### src/verilog/cesf_pkg.sv
package cesf_pkg;

    // Register offsets, byte addresses on the plain register port.
    localparam logic [7:0]  CESF_ES_OFS    = 8'h00;
    localparam logic [7:0]  CESF_MC_OFS    = 8'h04;
    localparam logic [7:0]  CESF_EC_OFS    = 8'h08;
    localparam logic [7:0]  CESF_IS_OFS    = 8'h0c;
    localparam logic [7:0]  CESF_IM_OFS    = 8'h10;

    // Field positions in error_status_reg.
    localparam int          CESF_FE_BIT    = 24;
    localparam int          CESF_BE_BIT    = 23;
    localparam int          CESF_SA_BIT    = 22;
    localparam int          CESF_CRC_BIT   = 21;
    localparam int          CESF_SE_BIT    = 20;
    localparam int          CESF_ACK_BIT   = 19;
    localparam int          CESF_BO_BIT    = 18;
    localparam int          CESF_EP_BIT    = 17;
    localparam int          CESF_EW_BIT    = 16;

    // Field positions in master_control_reg and the counter register.
    localparam int          CESF_CCR_BIT   = 12;
    localparam int          CESF_ABO_BIT   = 7;
    localparam int          CESF_SRST_BIT  = 5;
    localparam int          CESF_TEC_LSB   = 0;
    localparam int          CESF_REC_LSB   = 16;

    // Interrupt status and mask layout.
    localparam int          CESF_IRQ_ERR   = 0;
    localparam int          CESF_IRQ_BOFF  = 1;
    localparam int          CESF_IRQ_BON   = 2;

    // Values after reset.
    localparam logic        CESF_CCR_RST   = 1'b1;
    localparam logic        CESF_ABO_RST   = 1'b0;
    localparam logic [2:0]  CESF_IM_RST    = 3'h0;

    // Counter thresholds and the auto bus-on bit count.
    localparam logic [8:0]  CESF_TEC_LIMIT = 9'h100;
    localparam logic [8:0]  CESF_EP_LEVEL  = 9'h080;
    localparam logic [8:0]  CESF_EW_LEVEL  = 9'h060;
    localparam int          CESF_BON_BITS  = 128 * 11;

    typedef struct packed {
        logic [7:0]  addr;
        logic [31:0] wdata;
        logic        wr;
        logic        rd;
    } cesf_bus_req_t;

    // One-cycle error pulses from the protocol engine.
    typedef struct packed {
        logic form;
        logic bit_mis;
        logic crc;
        logic stuff;
        logic ack;
    } cesf_err_evt_t;

    // Error counter update requests from the protocol engine.
    typedef struct packed {
        logic tec_up8;
        logic tec_dn1;
        logic rec_up1;
        logic rec_up8;
        logic rec_dn1;
    } cesf_cnt_cmd_t;

    // One sampled bus bit: tick marks the sample, recessive is its level.
    typedef struct packed {
        logic tick;
        logic recessive;
    } cesf_bit_t;

    typedef enum logic [1:0] {
        CESF_ACTIVE = 2'b01,
        CESF_BUSOFF = 2'b10
    } cesf_state_t;

endpackage : cesf_pkg

### src/verilog/cesf_top.sv
module cesf_top
    import cesf_pkg::*;
#(
    parameter int BON_BITS = CESF_BON_BITS
) (
    input  wire logic          clk,
    input  wire logic          sys_rst,
    input  wire cesf_bus_req_t bus_req,
    output logic [31:0]        rd_data_r,
    input  wire cesf_bit_t     rx_bit,
    input  wire cesf_err_evt_t err_evt,
    input  wire cesf_cnt_cmd_t cnt_cmd,
    output logic               bus_off_r,
    output logic               irq_r
);

    initial begin
        if (BON_BITS < 2 || BON_BITS > 4095) begin
            $error("BON_BITS must lie in 2..4095");
        end
    end

    localparam logic [11:0] BON_LAST = 12'(BON_BITS - 1);

    cesf_state_t  state_r;
    cesf_state_t  state_nxt;
    logic [4:0]   errf_r;
    logic [4:0]   errf_nxt;
    logic [4:0]   errf_evt;
    logic [4:0]   errf_clr;
    logic [4:0]   errf_kept;
    logic         sa1_r;
    logic [8:0]   tec_r;
    logic [8:0]   tec_nxt;
    logic [7:0]   rec_r;
    logic [7:0]   rec_nxt;
    logic         ccr_r;
    logic         abo_r;
    logic [11:0]  bon_cnt_r;
    logic [2:0]   int_sts_r;
    logic [2:0]   int_sts_nxt;
    logic [2:0]   int_evt;
    logic [2:0]   int_mask_r;
    logic [31:0]  es_val;
    logic [31:0]  rd_val;
    logic         wr_es;
    logic         wr_mc;
    logic         wr_is;
    logic         wr_im;
    logic         soft_rst;
    logic         ccr_clr;
    logic         auto_on;
    logic         enter_boff;
    logic         leave_boff;
    logic         err_passive;
    logic         err_warning;

    // Address decode for writes.
    always_comb begin
        wr_es = 1'b0;
        wr_mc = 1'b0;
        wr_is = 1'b0;
        wr_im = 1'b0;
        if (!bus_req.wr) begin
            wr_es = 1'b0;
        end else if (bus_req.addr == CESF_ES_OFS) begin
            wr_es = 1'b1;
        end else if (bus_req.addr == CESF_MC_OFS) begin
            wr_mc = 1'b1;
        end else if (bus_req.addr == CESF_IS_OFS) begin
            wr_is = 1'b1;
        end else if (bus_req.addr == CESF_IM_OFS) begin
            wr_im = 1'b1;
        end
    end

    // The software reset bit is a self-clearing strobe, so it never reads back as one.
    assign soft_rst = wr_mc && bus_req.wdata[CESF_SRST_BIT];
    assign ccr_clr  = wr_mc && !bus_req.wdata[CESF_CCR_BIT] && ccr_r;
    assign auto_on  = abo_r && rx_bit.tick && (bon_cnt_r == BON_LAST);

    // Error counters, saturating so that no increment wraps past the bus-off limit.
    always_comb begin
        tec_nxt = tec_r;
        rec_nxt = rec_r;
        if (cnt_cmd.tec_up8) begin
            tec_nxt = (tec_r >= CESF_TEC_LIMIT - 9'h008) ? CESF_TEC_LIMIT : tec_r + 9'h008;
        end else if (cnt_cmd.tec_dn1 && tec_r != 9'h000) begin
            tec_nxt = tec_r - 9'h001;
        end
        if (cnt_cmd.rec_up8) begin
            rec_nxt = (rec_r >= 8'hf7) ? 8'hff : rec_r + 8'h08;
        end else if (cnt_cmd.rec_up1) begin
            rec_nxt = (rec_r == 8'hff) ? 8'hff : rec_r + 8'h01;
        end else if (cnt_cmd.rec_dn1 && rec_r != 8'h00) begin
            rec_nxt = rec_r - 8'h01;
        end
    end

    // Bus-off state machine.
    always_comb begin
        state_nxt  = state_r;
        enter_boff = 1'b0;
        leave_boff = 1'b0;
        case (state_r)
            CESF_ACTIVE: begin
                if (tec_nxt == CESF_TEC_LIMIT) begin
                    state_nxt  = CESF_BUSOFF;
                    enter_boff = 1'b1;
                end
            end
            CESF_BUSOFF: begin
                if (ccr_clr || auto_on) begin
                    state_nxt  = CESF_ACTIVE;
                    leave_boff = 1'b1;
                end
            end
            default: begin
                state_nxt = CESF_ACTIVE;
            end
        endcase
    end

    always_ff @(posedge clk) begin
        if (sys_rst || soft_rst) begin
            state_r <= CESF_ACTIVE;
        end else begin
            state_r <= state_nxt;
        end
    end

    // The protocol engine must stay off the bus while this flag is high.
    always_ff @(posedge clk) begin
        if (sys_rst || soft_rst) begin
            bus_off_r <= 1'b0;
        end else begin
            bus_off_r <= (state_nxt == CESF_BUSOFF);
        end
    end

    always_ff @(posedge clk) begin
        if (sys_rst || soft_rst || leave_boff) begin
            tec_r <= 9'h000;
            rec_r <= 8'h00;
        end else if (state_r == CESF_ACTIVE) begin
            tec_r <= tec_nxt;
            rec_r <= rec_nxt;
        end
    end

    // Received bits are counted only in bus-off; the count restarts on each entry.
    always_ff @(posedge clk) begin
        if (sys_rst || soft_rst || enter_boff) begin
            bon_cnt_r <= 12'h000;
        end else if (state_r == CESF_BUSOFF && rx_bit.tick && bon_cnt_r != BON_LAST) begin
            bon_cnt_r <= bon_cnt_r + 12'h001;
        end
    end

    // Bus error flags, ordered form, bit, crc, stuff, ack.
    assign errf_clr  = wr_es ? {bus_req.wdata[CESF_FE_BIT], bus_req.wdata[CESF_BE_BIT],
                                bus_req.wdata[CESF_CRC_BIT], bus_req.wdata[CESF_SE_BIT],
                                bus_req.wdata[CESF_ACK_BIT]} : 5'h00;
    assign errf_kept = errf_r & ~errf_clr;

    // Gating on the flags that survive this cycle's acknowledge means an event
    // arriving in a cycle whose acknowledge clears every set flag is recorded instead of lost.
    always_comb begin
        errf_evt = {err_evt.form, err_evt.bit_mis, err_evt.crc, err_evt.stuff, err_evt.ack};
        if (errf_kept != 5'h00) begin
            errf_evt = 5'h00;
        end
        errf_nxt = errf_kept | errf_evt;
    end

    always_ff @(posedge clk) begin
        if (sys_rst || soft_rst) begin
            errf_r <= 5'h00;
        end else begin
            errf_r <= errf_nxt;
        end
    end

    always_ff @(posedge clk) begin
        if (sys_rst || soft_rst || enter_boff) begin
            sa1_r <= 1'b1;
        end else if (rx_bit.tick && rx_bit.recessive) begin
            sa1_r <= 1'b0;
        end
    end

    // Hardware raises the change request on bus-off entry so software can end it.
    always_ff @(posedge clk) begin
        if (sys_rst) begin
            ccr_r <= CESF_CCR_RST;
            abo_r <= CESF_ABO_RST;
        end else begin
            if (enter_boff) begin
                ccr_r <= 1'b1;
            end else if (auto_on && state_r == CESF_BUSOFF) begin
                ccr_r <= 1'b0;
            end else if (wr_mc) begin
                ccr_r <= bus_req.wdata[CESF_CCR_BIT];
            end
            if (wr_mc) begin
                abo_r <= bus_req.wdata[CESF_ABO_BIT];
            end
        end
    end

    assign err_passive = (tec_r >= CESF_EP_LEVEL);
    assign err_warning = (tec_r >= CESF_EW_LEVEL) || ({1'b0, rec_r} >= CESF_EW_LEVEL);

    // Interrupt status: set wins over a write-one clear in the same cycle.
    always_comb begin
        int_evt                = 3'h0;
        int_evt[CESF_IRQ_ERR]  = (errf_evt != 5'h00);
        int_evt[CESF_IRQ_BOFF] = enter_boff;
        int_evt[CESF_IRQ_BON]  = leave_boff;
        int_sts_nxt            = int_sts_r;
        if (wr_is) begin
            int_sts_nxt = int_sts_r & ~bus_req.wdata[2:0];
        end
        int_sts_nxt = int_sts_nxt | int_evt;
    end

    always_ff @(posedge clk) begin
        if (sys_rst) begin
            int_sts_r <= 3'h0;
        end else begin
            int_sts_r <= int_sts_nxt;
        end
    end

    always_ff @(posedge clk) begin
        if (sys_rst) begin
            int_mask_r <= CESF_IM_RST;
        end else if (wr_im) begin
            int_mask_r <= bus_req.wdata[2:0];
        end
    end

    // Using the next values keeps the line in step with the status register.
    always_ff @(posedge clk) begin
        if (sys_rst) begin
            irq_r <= 1'b0;
        end else begin
            irq_r <= |(int_sts_nxt & int_mask_r);
        end
    end

    // Status image; reserved bits stay zero.
    always_comb begin
        es_val               = 32'h0000_0000;
        es_val[CESF_FE_BIT]  = errf_r[4];
        es_val[CESF_BE_BIT]  = errf_r[3];
        es_val[CESF_SA_BIT]  = sa1_r;
        es_val[CESF_CRC_BIT] = errf_r[2];
        es_val[CESF_SE_BIT]  = errf_r[1];
        es_val[CESF_ACK_BIT] = errf_r[0];
        es_val[CESF_BO_BIT]  = (state_r == CESF_BUSOFF);
        es_val[CESF_EP_BIT]  = err_passive;
        es_val[CESF_EW_BIT]  = err_warning;
    end

    // Read decode; unmapped addresses read zero.
    always_comb begin
        rd_val = 32'h0000_0000;
        if (bus_req.addr == CESF_ES_OFS) begin
            rd_val = es_val;
        end else if (bus_req.addr == CESF_MC_OFS) begin
            rd_val[CESF_CCR_BIT] = ccr_r;
            rd_val[CESF_ABO_BIT] = abo_r;
        end else if (bus_req.addr == CESF_EC_OFS) begin
            rd_val[CESF_TEC_LSB +: 9] = tec_r;
            rd_val[CESF_REC_LSB +: 8] = rec_r;
        end else if (bus_req.addr == CESF_IS_OFS) begin
            rd_val[2:0] = int_sts_r;
        end else if (bus_req.addr == CESF_IM_OFS) begin
            rd_val[2:0] = int_mask_r;
        end
    end

    // Reads have no side effect; data stand only in the cycle after the strobe.
    always_ff @(posedge clk) begin
        if (sys_rst) begin
            rd_data_r <= 32'h0000_0000;
        end else if (bus_req.rd) begin
            rd_data_r <= rd_val;
        end else begin
            rd_data_r <= 32'h0000_0000;
        end
    end

endmodule : cesf_top

### config.mk
export PLATFORM = sky130hd
export DESIGN_NAME = cesf_top
export DESIGN_NICKNAME = d
export VERILOG_FILES = /design/src/verilog/cesf_pkg.sv /design/src/verilog/cesf_top.sv
export SDC_FILE = /design/constraint.sdc
export NUM_CORES = 1
export LEC_CHECK = 0
export ABC_AREA = 1
export BUFFER_PORTS_ARGS = -buffer_cell sky130_fd_sc_hd__buf_4
export CAP_MARGIN = 30
export CORE_MARGIN = 2
export CORE_UTILIZATION = 54
export DETAILED_ROUTE_END_ITERATION = 6
export GPL_TIMING_DRIVEN = 1
export PLACE_DENSITY = 0.8
export SETUP_SLACK_MARGIN = 0.2
export SKIP_CTS_REPAIR_TIMING = 1
export SKIP_LAST_GASP = 1
export SLEW_MARGIN = 20
export SYNTH_ARGS = -nofsm -noshare
export SYNTH_HDL_FRONTEND = slang
export SYNTH_SLANG_ARGS = --single-unit
### constraint.sdc
create_clock -name clk -period 2.3 [get_ports clk]
set_clock_uncertainty 0.2 [all_clocks]
set_input_delay 0.115 -clock clk [delete_from_list [all_inputs] [get_ports clk]]
set_output_delay 0.115 -clock clk [all_outputs]
set_load 0.01 [all_outputs]
[After elaboration in Yosys (flattened, before gate mapping)]
Index checks and enable logic that the tools add are counted.
Word-level totals
  flip-flop bits (word level): 79
  input port bits: 56
  output and inout bits: 34
  word-level logic and storage cells: 127
Operators by class
  add/sub/neg operators: 6
  magnitude comparators: 5
  eq/ne operators: 11
  multiplexer cells: 42
  bitwise operators: 11
  reduce and logical (&&, ||, !) cells: 33
Operators by type and width (count)
  2-to-1 mux 8 bit: 8
  2-to-1 mux 9 bit: 3
  2-to-1 mux 1 bit: 21
  greater-or-equal comparator 9 x 8 -> 1 bit (second input constant): 2
  == test 8 x 4 -> 1 bit (second input constant): 2
  adder 12 x 1 -> 12 bit (second input constant): 1
  == test 12 x 11 -> 1 bit (second input constant): 1
  2-to-1 mux 3 bit: 4
  inequality test 12 x 11 -> 1 bit (second input constant): 1
  logical AND 1 bit: 11
  2-to-1 mux 5 bit: 2
  nonzero test 5 bit: 2
  adder 9 x 4 -> 9 bit (second input constant): 1
  == test 9 bit (second input constant): 1
  greater-or-equal comparator 9 x 7 -> 1 bit (second input constant): 1
  nonzero test 9 bit: 1
  OR reduction 3 bit: 3
  subtractor 9 x 1 -> 9 bit (second input constant): 1
  adder 8 x 1 -> 8 bit (second input constant): 1
  adder 8 x 4 -> 8 bit (second input constant): 1
  == test 8 x 3 -> 1 bit (second input constant): 1
  == test 8 x 5 -> 1 bit (second input constant): 1
  == test 8 bit (second input constant): 1
  greater-or-equal comparator 8 x 7 -> 1 bit (second input constant): 1
  24 further kinds: 36

[Depth between registers and ports, before layout]
Gate-level depths: netlist (run 1).
  depth after elaboration: 12
  gate-level depth with buffers: 16
  depth with buffers taken out: 16

[Least setup slack after synthesis (run 1)]
OpenSTA, ideal clock, no wires.
  kind: register to register
  start point: reg tec_r[0]
  end point: reg bon_cnt_r[9]
  setup time: 0.128 ns
  arrival time: 1.793 ns
  required time: 1.972 ns
  slack: 0.178 ns
  stages on the path, launching flop included: 16
  path buffers: 1
  clock period less this slack: 2.122 ns
  cells stage by stage: dfxtp_1 inv_1 ha_1 inv_1 nor2_1 nand2_1 nor2_1 nor2_2 nand3_1 nand3_1 nand4_1 nor2_4 nand3_4 nand2_4 buf_6 nor3_2
Between the ends
  word-level cells in the longest chain between the ends: 8
  elaborated cells on any way between the ends: 12
  those cells by class: add/sub: 2; order compare: 1; eq/ne: 1; mux: 5; reduce/logical: 3
Ends and longest elaborated chain
  start: declaration: line cesf_top.sv:33  | logic [8:0] tec_r;
  start signal: assignment: line cesf_top.sv:146  | tec_r <= tec_nxt;
  branches (longest 3 deep; another with subtractor 9 x 1 -> 9 bit)
  2-to-1 mux 9 bit (*): line cesf_top.sv:86  | if (cnt_cmd.tec_up8) begin
  == test 9 bit (*): line cesf_top.sv:107  | if (tec_nxt == CESF_TEC_LIMIT) begin
  2-to-1 mux 1 bit (*): line cesf_top.sv:107
  2-to-1 mux 1 bit (*): line cesf_top.sv:105  | case (state_r)
  logical OR 1 bit (*): line cesf_top.sv:153  | if (sys_rst || soft_rst || enter_boff) begin
  end signal: assignment: line cesf_top.sv:156  | bon_cnt_r <= bon_cnt_r + 12'h001;
  end: declaration: line cesf_top.sv:39  | logic [11:0] bon_cnt_r;
Every way passes the cells marked *.
A chain may end at the register's enable or synchronous reset.

[Worst setup path after layout (run 1)]
  start point: reg tec_r[4]
  end point: reg bus_off_r
Between the ends
  word-level cells in the longest chain between the ends: 8
  elaborated cells on any way between the ends: 12
  those cells by class: add/sub: 2; order compare: 1; eq/ne: 2; mux: 5; reduce/logical: 2
Ends and longest elaborated chain
  branches (longest 3 deep; another with subtractor 9 x 1 -> 9 bit)
  2-to-1 mux 9 bit (*): line cesf_top.sv:86
  == test 9 bit (*): line cesf_top.sv:107
  2-to-1 mux 2 bit (*): line cesf_top.sv:107
  one-hot mux 2 bit (2 select lines) (*): line cesf_top.sv:105
  == test 2 bit (*): line cesf_top.sv:137  | bus_off_r <= (state_nxt == CESF_BUSOFF);
  end signal: assignment: line cesf_top.sv:137
  end: declaration: line cesf_top.sv:13  | output logic bus_off_r,
Marks and branches as above.

==> results of run 1 <==
[logic make-up (layout without fill, tap and decap cells)]
logic type	after synthesis	after routing	share of synthesized area (%)
adders and majority gates	12	12	3.83
DFF	66	66	33.7
AOI/OAI and AO/OA	86	86	13.4
buffers and inverters	96	189	11.1
and+or+nand+nor	304	305	35.0
other	1	13	0.0958
xor gates and xnor gates	13	13	2.91
[worst max-delay path, cell delays in order, from the launching register on]
cell,delay [ns]
sky130_fd_sc_hd__dfxtp_4,0.39
sky130_fd_sc_hd__buf_4,0.14
sky130_fd_sc_hd__nor2_1,0.11
sky130_fd_sc_hd__nand2_1,0.10
sky130_fd_sc_hd__nor2_2,0.17
sky130_fd_sc_hd__nor2_4,0.08
sky130_fd_sc_hd__nand2_1,0.06
sky130_fd_sc_hd__nand2_1,0.05
sky130_fd_sc_hd__nand3_1,0.11
sky130_fd_sc_hd__nand4_1,0.16
sky130_fd_sc_hd__nor2_4,0.15
sky130_fd_sc_hd__nand3_4,0.17
sky130_fd_sc_hd__nand2_1,0.13
sky130_fd_sc_hd__nand2_1,0.08
sky130_fd_sc_hd__nor2_1,0.10
[flip-flops by register name (all words and copies together) (netlist names)]
register,flops
rd_data_r,19
bon_cnt_r,12
tec_r,9
rec_r,8
errf_r,5
int_mask_r,3
int_sts_r,3
state_r,2
abo_r,1
bus_off_r,1
ccr_r,1
irq_r,1
sa1_r,1
[report_power, final]
part / internal [mW] / leakage [nW] / total (mW) / switching [mW]
combinational: 0.781 / 1.73 / 1.97 / 1.19
clock: 0.532 / 0.103 / 1.03 / 0.496
sequential: 1.29 / 0.541 / 1.48 / 0.186
total: 2.61 / 2.37 / 4.48 / 1.87
[stage by stage]
step | setup slack (ns) | area [um2]
after global placement | 0.0617 | 4510
after CTS | 0.0113 | 4710
final | 0.0223 | 5130
after detailed placement | 0.0467 | 4510
after global routing | -0.135 | 5130
after floorplan | 0.201 | 3960
[routing by layer]
| layer | share of wire [%] | GRT usage [%] |
|---|---|---|
| met1 | 43 | 37.2 |
| met2 | 48 | 43.0 |
| met3 | 6.8 | 4.25 |
| met4 | 2.5 | 9.36 |
| met5 | 0 | 0 |
[path summary, 6_finish.rpt]
check / start / end / slack, ns / depth (start not counted)
setup / recovery: tec_r[4]$_SDFFE_PP0P_ / bus_off_r$_SDFF_PP0_ / 0.02 / 14
hold / removal: sys_rst / int_mask_r[2]$_SDFFE_PP0P_ / -0.04 / 4
setup reg to reg: tec_r[4]$_SDFFE_PP0P_ / bus_off_r$_SDFF_PP0_ / 0.02 / 14
hold reg to reg: errf_r[3]$_SDFF_PP0_ / rd_data_r[23]$_SDFF_PP0_ / 0.28 / 2
[placed cells by master, fill, tap and decap left out, types with 4 or more instances in the layout]
master	instances
sky130_fd_sc_hd__nand3_1	41
sky130_fd_sc_hd__nand2_1	145
sky130_fd_sc_hd__ha_1	8
sky130_fd_sc_hd__dfxtp_2	6
sky130_fd_sc_hd__nand3_2	4
sky130_fd_sc_hd__buf_4	83
sky130_fd_sc_hd__clkbuf_8	10
sky130_fd_sc_hd__nor2_1	56
sky130_fd_sc_hd__dfxtp_1	57
sky130_fd_sc_hd__conb_1	13
sky130_fd_sc_hd__nand2_2	5
sky130_fd_sc_hd__inv_2	6
sky130_fd_sc_hd__a21oi_1	39
sky130_fd_sc_hd__o21ai_0	16
sky130_fd_sc_hd__inv_1	60
sky130_fd_sc_hd__nor2_2	9
sky130_fd_sc_hd__dlygate4sd3_1	22
sky130_fd_sc_hd__nand4_1	11
sky130_fd_sc_hd__xor2_1	11
sky130_fd_sc_hd__nor3_1	7
sky130_fd_sc_hd__nor2_4	4
sky130_fd_sc_hd__nor4_1	4
sky130_fd_sc_hd__nor3_2	5
sky130_fd_sc_hd__o211ai_1	5
sky130_fd_sc_hd__a211oi_1	7
[cell type report]
cell class,count,area [um2],share of cell area [%]
clock buffer,10,138,2.68
clock inverter,6,65.1,1.27
inverter,68,260,5.08
multi-input combinational,429,2360,46.0
sequential,66,1340,26.1
tap,99,124,2.42
timing repair buffer,105,843,16.4
==> results_tabular.tex, run 1 <==
\begin{tabular}{lr}
\hline
Metric & Value \\
\hline
\multicolumn{2}{l}{\textbf{Die}} \\
Die Area & 7950 um2 \\
FP Rows & 31 \\
Die Y & between 80 and 90 um \\
Die width & between 80 and 90 um \\
Placeable Area & between 7000 and 8000 um2 \\
Io pins & 90 \\
Effective utilization at floorplan & between 50\% and 60\% \\
\multicolumn{2}{l}{\textbf{Layout}} \\
Final-layout fill cell count & around 580 \\
Fin util & just over 70\% \\
Non-filler instance count after layout & between 700 and 800 \\
Area growth from synthesis to layout & 30.9\% \\
Fraction of final layout cells sized beyond drive strength 1 & 23.5\% \\
Post-layout nets & around 750 \\
Number of diodes & 0 \\
\multicolumn{2}{l}{\textbf{Synthesis}} \\
Sequential share of the synthesized area & 33.7\% \\
Number of flops mapped to enable cells by yosys & 0 \\
FF+latch count, synth & 66 \\
Cell count after synthesis & 578 \\
Cell variety after synth & 48 \\
Most used standard cells in the synthesized netlist & sky130\_fd\_sc\_hd\_\_nand2\_1, sky130\_fd\_sc\_hd\_\_dfxtp\_1, sky130\_fd\_sc\_hd\_\_inv\_1 \\
Most area-consuming cells after synthesis & sky130\_fd\_sc\_hd\_\_dfxtp\_1, sky130\_fd\_sc\_hd\_\_nand2\_1, sky130\_fd\_sc\_hd\_\_inv\_1 \\
Biggest area consumer among synthesized cells & sky130\_fd\_sc\_hd\_\_dfxtp\_1 \\
Post-synth ARST share & 0\% \\
Number of warnings printed during yosys synthesis & 0 \\
Most common cell in the synthesized netlist & sky130\_fd\_sc\_hd\_\_nand2\_1 \\
Share of Yosys cell area claimed by the top area cell type & 33.7\% \\
Post-synthesis instance area & just under 4000 um2 \\
Average footprint of a synthesized cell & $\sim$6.8 um2 \\
Most used DFF post-synth & sky130\_fd\_sc\_hd\_\_dfxtp\_1 \\
\multicolumn{2}{l}{\textbf{Power and ir drop}} \\
Pwr Density & 873 nW/um2 \\
Worst IR drop on VDD & around 0.44 mV \\
Sum of internal, switching and leakage power & $\sim$4.5 mW \\
Leakage Power & about 2.4 nW \\
\multicolumn{2}{l}{\textbf{STA}} \\
Headroom to the max-slew limit & about two thirds \\
Highest achievable clock rate & around 440 MHz \\
Hold slack & -0.0381 ns \\
Shortest clock period the worst path allows after layout & around 2.3 ns \\
Final hold vios & 8 \\
Setup Total Neg Slack & 0 ns \\
Final slew viol count & 0 \\
Period Utilization, post-route & roughly 100\% \\
Worst Tran Pin Value & approximately 0.52 ns \\
Setup repair after global routing missed its margin & yes \\
Setup-failing EPs final & 0 \\
\multicolumn{2}{l}{\textbf{Placed design}} \\
Dpl cells & 740 \\
Port Buffers & 55 \\
Weighted congestion reported at the end of routability-driven placement & just over 0.9 \\
Final HPWL DP & approximately 7.8 mm \\
\multicolumn{2}{l}{\textbf{Setup path}} \\
Critical Path Source Type & register \\
Maximum fanout along the worst path & 7 \\
Type of element capturing the critical path & register \\
Worst setup path class & reg -> reg \\
Arrival time reported for the critical path endpoint & 2.37 ns \\
Data required, critical path & approximately 2.4 ns \\
\multicolumn{2}{l}{\textbf{Drt}} \\
Routed Antenna Nets & 0 \\
First-iteration detailed-routing DRC count & around 350 \\
Average routed wire per standard cell & between 10 and 15 um \\
Vias/cell & 5.38 \\
Final routed DRC violation total & 0 \\
DR pass1 iterations & 5 \\
Wirelength, routed & about 11 mm \\
Total via count in the routed design & 4,214 \\
\multicolumn{2}{l}{\textbf{Global route}} \\
Total GRT Usage & between 20 and 30\% \\
Global-route wire length before repair & approximately 17 mm \\
Initial antenna violation count & 0 \\
Maximum number of pins on one net before global-route repair & 15 \\
Number of global-route vias before repair & roughly 3,600 \\
Grt ovf & 0 \\
\multicolumn{2}{l}{\textbf{Clock network}} \\
CTS Buf Count & 9 \\
Clk sink count & 66 \\
Largest buffer count on any clock path & 2 \\
Clock-pin slew of the registers on the worst-case setup and hold paths & $\sim$0.080 ns \\
CTS tree & yes \\
Insertion delay to the later sink of the worst-skew pair & roughly 0.35 ns \\
Level count of the clock H-tree & 3 \\
Clock tree root driver cell & sky130\_fd\_sc\_hd\_\_clkbuf\_8 \\
\multicolumn{2}{l}{\textbf{Hold path}} \\
Worst min path class & in -> reg \\
\multicolumn{2}{l}{\textbf{Status}} \\
Result of the run & complete, but fails checks \\
Violated checks & hold timing \\
\multicolumn{2}{l}{\textbf{Flow run}} \\
Number of violations of the max-capacitance limit & 0 \\
\hline
\end{tabular}
No activity file was read; power rests on OpenSTA's default activity.
==> run 2, diff against run 1 <==
--- a/config.mk
+++ b/config.mk
@@ -9,10 +9,12 @@
 export BUFFER_PORTS_ARGS = -buffer_cell sky130_fd_sc_hd__buf_4
 export CAP_MARGIN = 30
 export CORE_MARGIN = 2
-export CORE_UTILIZATION = 54
+export CORE_UTILIZATION = 55
+export CTS_BUF_LIST = sky130_fd_sc_hd__clkbuf_8
 export DETAILED_ROUTE_END_ITERATION = 6
 export GPL_TIMING_DRIVEN = 1
-export PLACE_DENSITY = 0.8
+export PLACE_DENSITY = 0.81
+export RECOVER_POWER = 25
 export SETUP_SLACK_MARGIN = 0.2
 export SKIP_CTS_REPAIR_TIMING = 1
 export SKIP_LAST_GASP = 1
==> run 2 against run 1 <==
The flow finishes with violations (DRC, hold timing). Highest routed layer unchanged. Die area down 1.7%. Utilization grew 1.6 points. Sequential power about the same. Critical endpoint is now int_sts_r[1]$_SDFF_PP0_. Final area is 2.1% lower. Total power increased by 1.7%. Clock power grew 8%.
==> results_tabular.tex, run 2 (same netlist as run 1, synthesis figures left out) <==
\begin{tabular}{lr}
\hline
Metric & Value \\
\hline
\multicolumn{2}{l}{\textbf{STA}} \\
Setup Total Neg Slack & 0 ns (unchanged) \\
Period Utilization, post-route & 94.7\% (was 99.0\%) \\
Hold slack & -0.0161 ns (was -0.0381 ns) \\
Worst Tran Pin Value & 0.527 ns (was 0.519 ns) \\
Highest achievable clock rate & 459 MHz (was 439 MHz) \\
Final slew viol count & 0 (unchanged) \\
Headroom to the max-slew limit & 64.4\% (was 64.9\%) \\
Setup-failing EPs final & 0 (unchanged) \\
Worst setup slack after layout & 0.121 ns (was 0.0223 ns) \\
Shortest clock period the worst path allows after layout & 2.18 ns (was 2.28 ns) \\
Setup repair after global routing missed its margin & yes (unchanged) \\
Final hold vios & 1 (was 8) \\
\multicolumn{2}{l}{\textbf{Setup path}} \\
Slack of the worst reg-to-reg path & 0.12 ns (was 0.02 ns) \\
Largest incremental delay on the critical path & 0.36 ns (was 0.39 ns) \\
Arrival time reported for the critical path endpoint & 2.27 ns (was 2.37 ns) \\
Cell at the slowest stage of the critical path & sky130\_fd\_sc\_hd\_\_dfxtp\_2 (was sky130\_fd\_sc\_hd\_\_dfxtp\_4) \\
Type of element capturing the critical path & register (unchanged) \\
Cells traversed along the worst timing path & inv\_4 > ha\_2 > buf\_4 > nand3\_1 > nand2\_1 > nand3\_1 > nand2\_1 > a21oi\_2 > nand3\_2 > nor2\_4 > nand3\_4 > buf\_4 > a21oi\_1 (was buf\_4 > nor2\_1 > nand2\_1 > nor2\_2 > nor2\_4 > nand2\_1 > nand2\_1 > nand3\_1 > nand4\_1 > nor2\_4 > nand3\_4 > nand2\_1 > nand2\_1 > nor2\_1) \\
Data required, critical path & 2.39 ns (about the same) \\
Worst setup path class & reg -> reg (unchanged) \\
Critical Path Source Type & register (unchanged) \\
Maximum fanout along the worst path & 6 (was 7) \\
\multicolumn{2}{l}{\textbf{Layout}} \\
Most frequent cells in the layout & sky130\_fd\_sc\_hd\_\_nand2\_1, sky130\_fd\_sc\_hd\_\_buf\_4, sky130\_fd\_sc\_hd\_\_inv\_1, sky130\_fd\_sc\_hd\_\_nor2\_1, sky130\_fd\_sc\_hd\_\_dfxtp\_1 (was sky130\_fd\_sc\_hd\_\_nand2\_1, sky130\_fd\_sc\_hd\_\_buf\_4, sky130\_fd\_sc\_hd\_\_inv\_1, sky130\_fd\_sc\_hd\_\_dfxtp\_1, sky130\_fd\_sc\_hd\_\_nor2\_1) \\
Non-filler instance count after layout & 779 (was 783) \\
Footprint of the flip-flops and latches & 1340 um2 (unchanged) \\
Area of the multi-input gates & 2320 um2 (was 2360 um2) \\
Most common cell after layout, fill and taps aside & sky130\_fd\_sc\_hd\_\_nand2\_1 (unchanged) \\
Post-layout nets & 746 (was 747) \\
Leading registers by flop count & rd\_data\_r x19, bon\_cnt\_r x12, tec\_r x9 (unchanged) \\
Final-layout fill cell count & 570 (was 576) \\
Total non-filler cell area in the finished layout & 5020 um2 (was 5130 um2) \\
Area growth from synthesis to layout & 28.1\% (was 30.9\%) \\
Fraction of final layout cells sized beyond drive strength 1 & 20.4\% (was 23.5\%) \\
Max FFs per register & 19 (unchanged) \\
Number of diodes & 0 (unchanged) \\
Register with the highest flop count & rd\_data\_r (unchanged) \\
\multicolumn{2}{l}{\textbf{Drt}} \\
First-iteration detailed-routing DRC count & 320 (was 353) \\
Routed met2 length & 4.94 mm (was 5.32 mm) \\
Average routed wire per standard cell & 13.5 um (was 14.1 um) \\
DR pass1 iterations & 7 (was 5) \\
Vias/cell & 5.46 (was 5.38) \\
Wirelength, routed & 10.5 mm (was 11.1 mm) \\
Total routed wire length on the met1 layer & 4.50 mm (was 4.73 mm) \\
Routed Antenna Nets & 0 (unchanged) \\
Uppermost signal routing layer after detailed routing & met4 (unchanged) \\
Total via count in the routed design & 4,255 (was 4,214) \\
Routed length on met3 & 848 um (was 751 um) \\
Final routed DRC violation total & 9 (was 0) \\
\multicolumn{2}{l}{\textbf{Clock network}} \\
CTS tree & yes (unchanged) \\
Clk sink count & 66 (unchanged) \\
Insertion delay to the later sink of the worst-skew pair & 0.35 ns (about the same) \\
Level count of the clock H-tree & 3 (unchanged) \\
Largest buffer count on any clock path & 2 (unchanged) \\
Clock tree root driver cell & sky130\_fd\_sc\_hd\_\_clkbuf\_8 (unchanged) \\
CTS Buf Count & 9 (unchanged) \\
Clock-pin slew of the registers on the worst-case setup and hold paths & 0.08 ns (about the same) \\
\multicolumn{2}{l}{\textbf{Status}} \\
Result of the run & complete, but fails checks (unchanged) \\
Violated checks & DRC, hold timing (was hold timing) \\
\multicolumn{2}{l}{\textbf{Die}} \\
Die Y & 88.4 um (was 89.2 um) \\
Die width & 88.4 um (was 89.2 um) \\
Placeable Area & 6830 um2 (was 7140 um2) \\
FP Rows & 30 (was 31) \\
Effective utilization at floorplan & 57.3\% (was 54.9\%) \\
Io pins & 90 (unchanged) \\
Die Area & 7810 um2 (was 7950 um2) \\
\multicolumn{2}{l}{\textbf{Global route}} \\
Global-route wire length before repair & 16.4 mm (was 16.7 mm) \\
Grt ovf & 0 (unchanged) \\
Total GRT Usage & 26.6\% (was 27.0\%) \\
Maximum number of pins on one net before global-route repair & 15 (unchanged) \\
Initial antenna violation count & 0 (unchanged) \\
Number of global-route vias before repair & 3,794 (was 3,638) \\
\multicolumn{2}{l}{\textbf{Power and ir drop}} \\
Leakage Power & 2.29 nW (was 2.37 nW) \\
Sum of internal, switching and leakage power & 4.55 mW (was 4.48 mW) \\
Pwr Density & 907 nW/um2 (was 873 nW/um2) \\
Worst IR drop on VDD & 0.438 mV (was 0.439 mV) \\
\multicolumn{2}{l}{\textbf{Placed design}} \\
Pre-CTS setup slack & -0.00511 ns (was 0.0467 ns) \\
Port Buffers & 55 (unchanged) \\
Weighted congestion reported at the end of routability-driven placement & 1.01 (was 0.919) \\
Dpl cells & 737 (was 740) \\
Final HPWL DP & 7.68 mm (was 7.76 mm) \\
Area after DPL & 4510 um2 (about the same) \\
\multicolumn{2}{l}{\textbf{Hold path}} \\
Worst min path class & in -> reg (unchanged) \\
\multicolumn{2}{l}{\textbf{Flow run}} \\
Number of violations of the max-capacitance limit & 0 (unchanged) \\
\hline
\end{tabular}
run 2: path summary, 6_finish.rpt:
check                        startpoint                  endpoint  cells after the start
setup / recovery  tec_r[0]$_SDFFE_PP0P_   int_sts_r[1]$_SDFF_PP0_                     13
hold / removal               cnt_cmd[4]     tec_r[0]$_SDFFE_PP0P_                      6
setup reg to reg  tec_r[0]$_SDFFE_PP0P_   int_sts_r[1]$_SDFF_PP0_                     13
hold reg to reg      ccr_r$_SDFFE_PP1P_  rd_data_r[12]$_SDFF_PP0_                      2
run 2: per-layer routing:
layer	GRT usage, %	vias up
met4	9.37	0
li1	-	2070
met5	0	-
met2	44.2	198
met3	5.32	33
met1	34.5	1954
run 2: area by class of cell:
cell class              count  area share (%)
multi-input cells         428            46.3
flip-flops and latches     66            26.7
repair buffers            105            15.1
inverters                  68            5.14
clock buffers              10            2.74
well taps                  96            2.39
clock inverters             6            1.62
run 2: report_power, final:
| part | switching, mW | internal [mW] | leakage [nW] |
|---|---|---|---|
| clock | 0.474 | 0.632 | 0.113 |
| sequential | 0.182 | 1.29 | 0.541 |
| combinational | 1.17 | 0.806 | 1.63 |
| total | 1.82 | 2.73 | 2.29 |
run 2: critical path, delay by kind of cell (launching register included):
kind | cells | cell delay [ns]
adders and majority gates | 1 | 0.21
AOI/OAI and AO/OA | 2 | 0.27
and+or+nand+nor | 7 | 0.72
buffers and inverters | 3 | 0.36
DFF | 1 | 0.36
run 2: metrics by stage:
step                utilization (%)  hold slack (ns)
finish                         73.5          -0.0161
global route                   73.5           0.0489
CTS                            69.2           -0.250
detailed placement             66.0            0.116
global placement               66.0            0.115
floorplan                         -          -0.0159
==> run 3, diff against run 2 <==
--- a/config.mk
+++ b/config.mk
@@ -15,6 +15,7 @@
 export GPL_TIMING_DRIVEN = 1
 export PLACE_DENSITY = 0.81
 export RECOVER_POWER = 25
+export REMOVE_ABC_BUFFERS = 1
 export SETUP_SLACK_MARGIN = 0.2
 export SKIP_CTS_REPAIR_TIMING = 1
 export SKIP_LAST_GASP = 1
==> run 3 against run 2 <==
The run now ends clean. Non-clock buffer count increased by 5. Die area unchanged. Cell count is 0.64% higher. Worst hold slack gained 0.028 ns. First-iteration DRC count fell by 15%. Global-route usage is 0.18 points higher. Clock-buffer cell count decreased by 1. Critical path depth increased by 4. Highest routed layer unchanged.
==> results_tabular.tex, run 3 (same netlist as run 1, synthesis figures left out) <==
\begin{tabular}{lr}
\hline
Metric & Value \\
\hline
\multicolumn{2}{l}{\textbf{Status}} \\
Result of the run & finished, final reports clean (was complete, but fails checks) \\
\multicolumn{2}{l}{\textbf{Layout}} \\
Non-filler instance count after layout & 784 (was 779) \\
Area growth from synthesis to layout & 30.6\% (was 28.1\%) \\
Final-layout fill cell count & 542 (was 570) \\
Fraction of final layout cells sized beyond drive strength 1 & 20.9\% (was 20.4\%) \\
Most common cell after layout, fill and taps aside & sky130\_fd\_sc\_hd\_\_nand2\_1 (unchanged) \\
Number of diodes & 0 (unchanged) \\
Leading registers by flop count & rd\_data\_r x19, bon\_cnt\_r x12, tec\_r x9 (unchanged) \\
Most frequent cells in the layout & sky130\_fd\_sc\_hd\_\_nand2\_1, sky130\_fd\_sc\_hd\_\_buf\_4, sky130\_fd\_sc\_hd\_\_inv\_1, sky130\_fd\_sc\_hd\_\_dfxtp\_1, sky130\_fd\_sc\_hd\_\_nor2\_1 (was sky130\_fd\_sc\_hd\_\_nand2\_1, sky130\_fd\_sc\_hd\_\_buf\_4, sky130\_fd\_sc\_hd\_\_inv\_1, sky130\_fd\_sc\_hd\_\_nor2\_1, sky130\_fd\_sc\_hd\_\_dfxtp\_1) \\
Total non-filler cell area in the finished layout & 5110 um2 (was 5020 um2) \\
Post-layout nets & 751 (was 746) \\
Max FFs per register & 19 (unchanged) \\
Register with the highest flop count & rd\_data\_r (unchanged) \\
\multicolumn{2}{l}{\textbf{Placed design}} \\
Weighted congestion reported at the end of routability-driven placement & 0.958 (was 1.01) \\
Area after DPL & 4530 um2 (was 4510 um2) \\
Port Buffers & 55 (unchanged) \\
Dpl cells & 740 (was 737) \\
Final HPWL DP & 7.70 mm (was 7.68 mm) \\
\multicolumn{2}{l}{\textbf{Setup path}} \\
Critical path's most frequent cell & sky130\_fd\_sc\_hd\_\_nand2\_1 \\
Worst path buffer plus inverter count & 3 (unchanged) \\
Type of element capturing the critical path & register (unchanged) \\
Slack of the worst reg-to-reg path & 0.02 ns (was 0.12 ns) \\
Arrival time reported for the critical path endpoint & 2.37 ns (was 2.27 ns) \\
Worst setup path class & reg -> reg (unchanged) \\
Data required, critical path & 2.40 ns (was 2.39 ns) \\
Cells traversed along the worst timing path & inv\_4 > ha\_4 > inv\_2 > buf\_4 > nor2\_1 > nand2\_1 > nand3\_2 > nor2\_2 > nand2\_1 > nand2\_1 > nor2\_1 > nand2\_1 > nor2\_4 > nand3\_4 > nand2\_2 > nand2\_2 > nor2\_2 (was inv\_4 > ha\_2 > buf\_4 > nand3\_1 > nand2\_1 > nand3\_1 > nand2\_1 > a21oi\_2 > nand3\_2 > nor2\_4 > nand3\_4 > buf\_4 > a21oi\_1) \\
Cell at the slowest stage of the critical path & sky130\_fd\_sc\_hd\_\_dfxtp\_2 (unchanged) \\
Worst R2R End & bus\_off\_r\$\_SDFF\_PP0\_ (was int\_sts\_r[1]\$\_SDFF\_PP0\_) \\
Largest incremental delay on the critical path & 0.34 ns (was 0.36 ns) \\
Startpoint of the most critical register-to-register path & tec\_r[0]\$\_SDFFE\_PP0P\_ (unchanged) \\
Maximum fanout along the worst path & 6 (unchanged) \\
Cell depth of the worst flop-to-flop path & 17 (was 13) \\
Worst path top cell family by delay & simple AND/OR/NAND/NOR gates (unchanged) \\
Critical Path Source Type & register (unchanged) \\
\multicolumn{2}{l}{\textbf{Drt}} \\
Total via count in the routed design & 4,216 (was 4,255) \\
First-iteration detailed-routing DRC count & 272 (was 320) \\
Final routed DRC violation total & 0 (was 9) \\
Average routed wire per standard cell & 14.1 um (was 13.5 um) \\
DR pass1 iterations & 6 (was 7) \\
Routed Antenna Nets & 0 (unchanged) \\
Wirelength, routed & 11.1 mm (was 10.5 mm) \\
Vias/cell & 5.38 (was 5.46) \\
\multicolumn{2}{l}{\textbf{Global route}} \\
Maximum number of pins on one net before global-route repair & 15 (unchanged) \\
Grt ovf & 0 (unchanged) \\
Global-route wire length before repair & 16.4 mm (about the same) \\
Total GRT Usage & 26.8\% (was 26.6\%) \\
Number of global-route vias before repair & 3,784 (was 3,794) \\
Initial antenna violation count & 0 (unchanged) \\
\multicolumn{2}{l}{\textbf{STA}} \\
Setup Total Neg Slack & 0 ns (unchanged) \\
Highest achievable clock rate & 439 MHz (was 459 MHz) \\
Setup-failing EPs final & 0 (unchanged) \\
Period Utilization, post-route & 99.0\% (was 94.7\%) \\
Setup repair after global routing missed its margin & yes (unchanged) \\
Worst Tran Pin Value & 0.605 ns (was 0.527 ns) \\
Final hold vios & 0 (was 1) \\
Final slew viol count & 0 (unchanged) \\
Shortest clock period the worst path allows after layout & 2.28 ns (was 2.18 ns) \\
Headroom to the max-slew limit & 59.3\% (was 64.4\%) \\
\multicolumn{2}{l}{\textbf{Clock network}} \\
Level count of the clock H-tree & 3 (unchanged) \\
Clock tree root driver cell & sky130\_fd\_sc\_hd\_\_clkbuf\_8 (unchanged) \\
Insertion delay to the later sink of the worst-skew pair & 0.37 ns (was 0.35 ns) \\
Largest buffer count on any clock path & 2 (unchanged) \\
CTS tree & yes (unchanged) \\
Clk sink count & 66 (unchanged) \\
CTS Buf Count & 9 (unchanged) \\
Clock-pin slew of the registers on the worst-case setup and hold paths & 0.07 ns (was 0.08 ns) \\
\multicolumn{2}{l}{\textbf{Hold path}} \\
Startpoint of the most critical hold path & cnt\_cmd[4] (unchanged) \\
Hold Crit Endpoint & tec\_r[0]\$\_SDFFE\_PP0P\_ (unchanged) \\
Worst min path class & in -> reg (unchanged) \\
Cells on Worst Hold Path & 6 (unchanged) \\
\multicolumn{2}{l}{\textbf{Flow run}} \\
Number of violations of the max-capacitance limit & 0 (unchanged) \\
\multicolumn{2}{l}{\textbf{Power and ir drop}} \\
Pwr Density & 943 nW/um2 (was 907 nW/um2) \\
Leakage Power & 2.34 nW (was 2.29 nW) \\
Worst IR drop on VDD & 0.541 mV (was 0.438 mV) \\
\multicolumn{2}{l}{\textbf{Die}} \\
Effective utilization at floorplan & 57.3\% (unchanged) \\
FP Rows & 30 (unchanged) \\
Die Y & 88.4 um (unchanged) \\
Die Area & 7810 um2 (unchanged) \\
Die width & 88.4 um (unchanged) \\
Io pins & 90 (unchanged) \\
Placeable Area & 6830 um2 (unchanged) \\
\hline
\end{tabular}
-- run 3: area by class of cell --
type / count / area [um2] / share of cell area (%)
Clock buffer: 9 / 124 / 2.42
Sequential cell: 66 / 1330 / 26.0
Clock inverter: 7 / 141 / 2.76
Multi-Input combinational cell: 428 / 2320 / 45.4
Inverter: 68 / 258 / 5.04
Tap cell: 96 / 120 / 2.35
Timing Repair Buffer: 110 / 820 / 16.0
-- run 3: worst reg2reg max path, stage by stage (launching register included) --
cell	delay (ns)
sky130_fd_sc_hd__dfxtp_2	0.34
sky130_fd_sc_hd__inv_4	0.07
sky130_fd_sc_hd__ha_4	0.14
sky130_fd_sc_hd__inv_2	0.04
sky130_fd_sc_hd__buf_4	0.12
sky130_fd_sc_hd__nor2_1	0.09
sky130_fd_sc_hd__nand2_1	0.08
sky130_fd_sc_hd__nand3_2	0.09
sky130_fd_sc_hd__nor2_2	0.07
sky130_fd_sc_hd__nand2_1	0.10
sky130_fd_sc_hd__nand2_1	0.07
sky130_fd_sc_hd__nor2_1	0.10
sky130_fd_sc_hd__nand2_1	0.09
sky130_fd_sc_hd__nor2_4	0.15
sky130_fd_sc_hd__nand3_4	0.15
sky130_fd_sc_hd__nand2_2	0.12
sky130_fd_sc_hd__nand2_2	0.06
sky130_fd_sc_hd__nor2_2	0.12
-- run 3: layer usage --
| layer | share of wire (%) | wire [um] | GRT usage [%] | vias to the layer above |
|---|---|---|---|---|
| met3 | 6.5 | 721 | 6.62 | 25 |
| met5 | 0 | 0 | 0 | - |
| met1 | 42 | 4600 | 33.6 | 1931 |
| met4 | 1.7 | 190 | 7.99 | 0 |
| met2 | 50 | 5560 | 45.6 | 179 |
| li1 | - | - | - | 2081 |
-- run 3: worst max-delay path by stage --
stage / start / endpoint / slack, ns / cells past startpoint
finish: tec_r[0]$_SDFFE_PP0P_ / bus_off_r$_SDFF_PP0_ / 0.02 / 17
global route: tec_r[0]$_SDFFE_PP0P_ / bus_off_r$_SDFF_PP0_ / -0.09 / 17
CTS: tec_r[0]$_SDFFE_PP0P_ / bon_cnt_r[9]$_SDFFE_PP0P_ / -0.04 / 16
detailed placement: tec_r[0]$_SDFFE_PP0P_ / bon_cnt_r[8]$_SDFFE_PP0P_ / -0.002 / 16
global placement: tec_r[0]$_SDFFE_PP0P_ / bus_off_r$_SDFF_PP0_ / 0.04 / 17
floorplan: tec_r[0]$_SDFFE_PP0P_ / bon_cnt_r[9]$_SDFFE_PP0P_ / 0.24 / 14
-- run 3: through the flow --
stage	power, mW	worst slack, ns	hold WS [ns]	util (%)
floorplan	2.66	0.239	-0.0159	-
global placement	3.18	0.0435	0.117	66.2
detailed placement	3.23	-0.00181	0.123	66.2
CTS	4.53	-0.0365	-0.259	70.1
global route	5.10	-0.0898	0.0352	74.9
finish	4.82	0.0238	0.0122	74.9
-- run 3: where the power goes --
group          leakage, nW  switching (mW)  total, mW  internal, mW
Clock                0.135           0.484       1.32         0.832
Sequential           0.540           0.188       1.47          1.29
Combinational         1.67            1.19       2.03         0.842
Total                 2.34            1.86       4.82          2.96
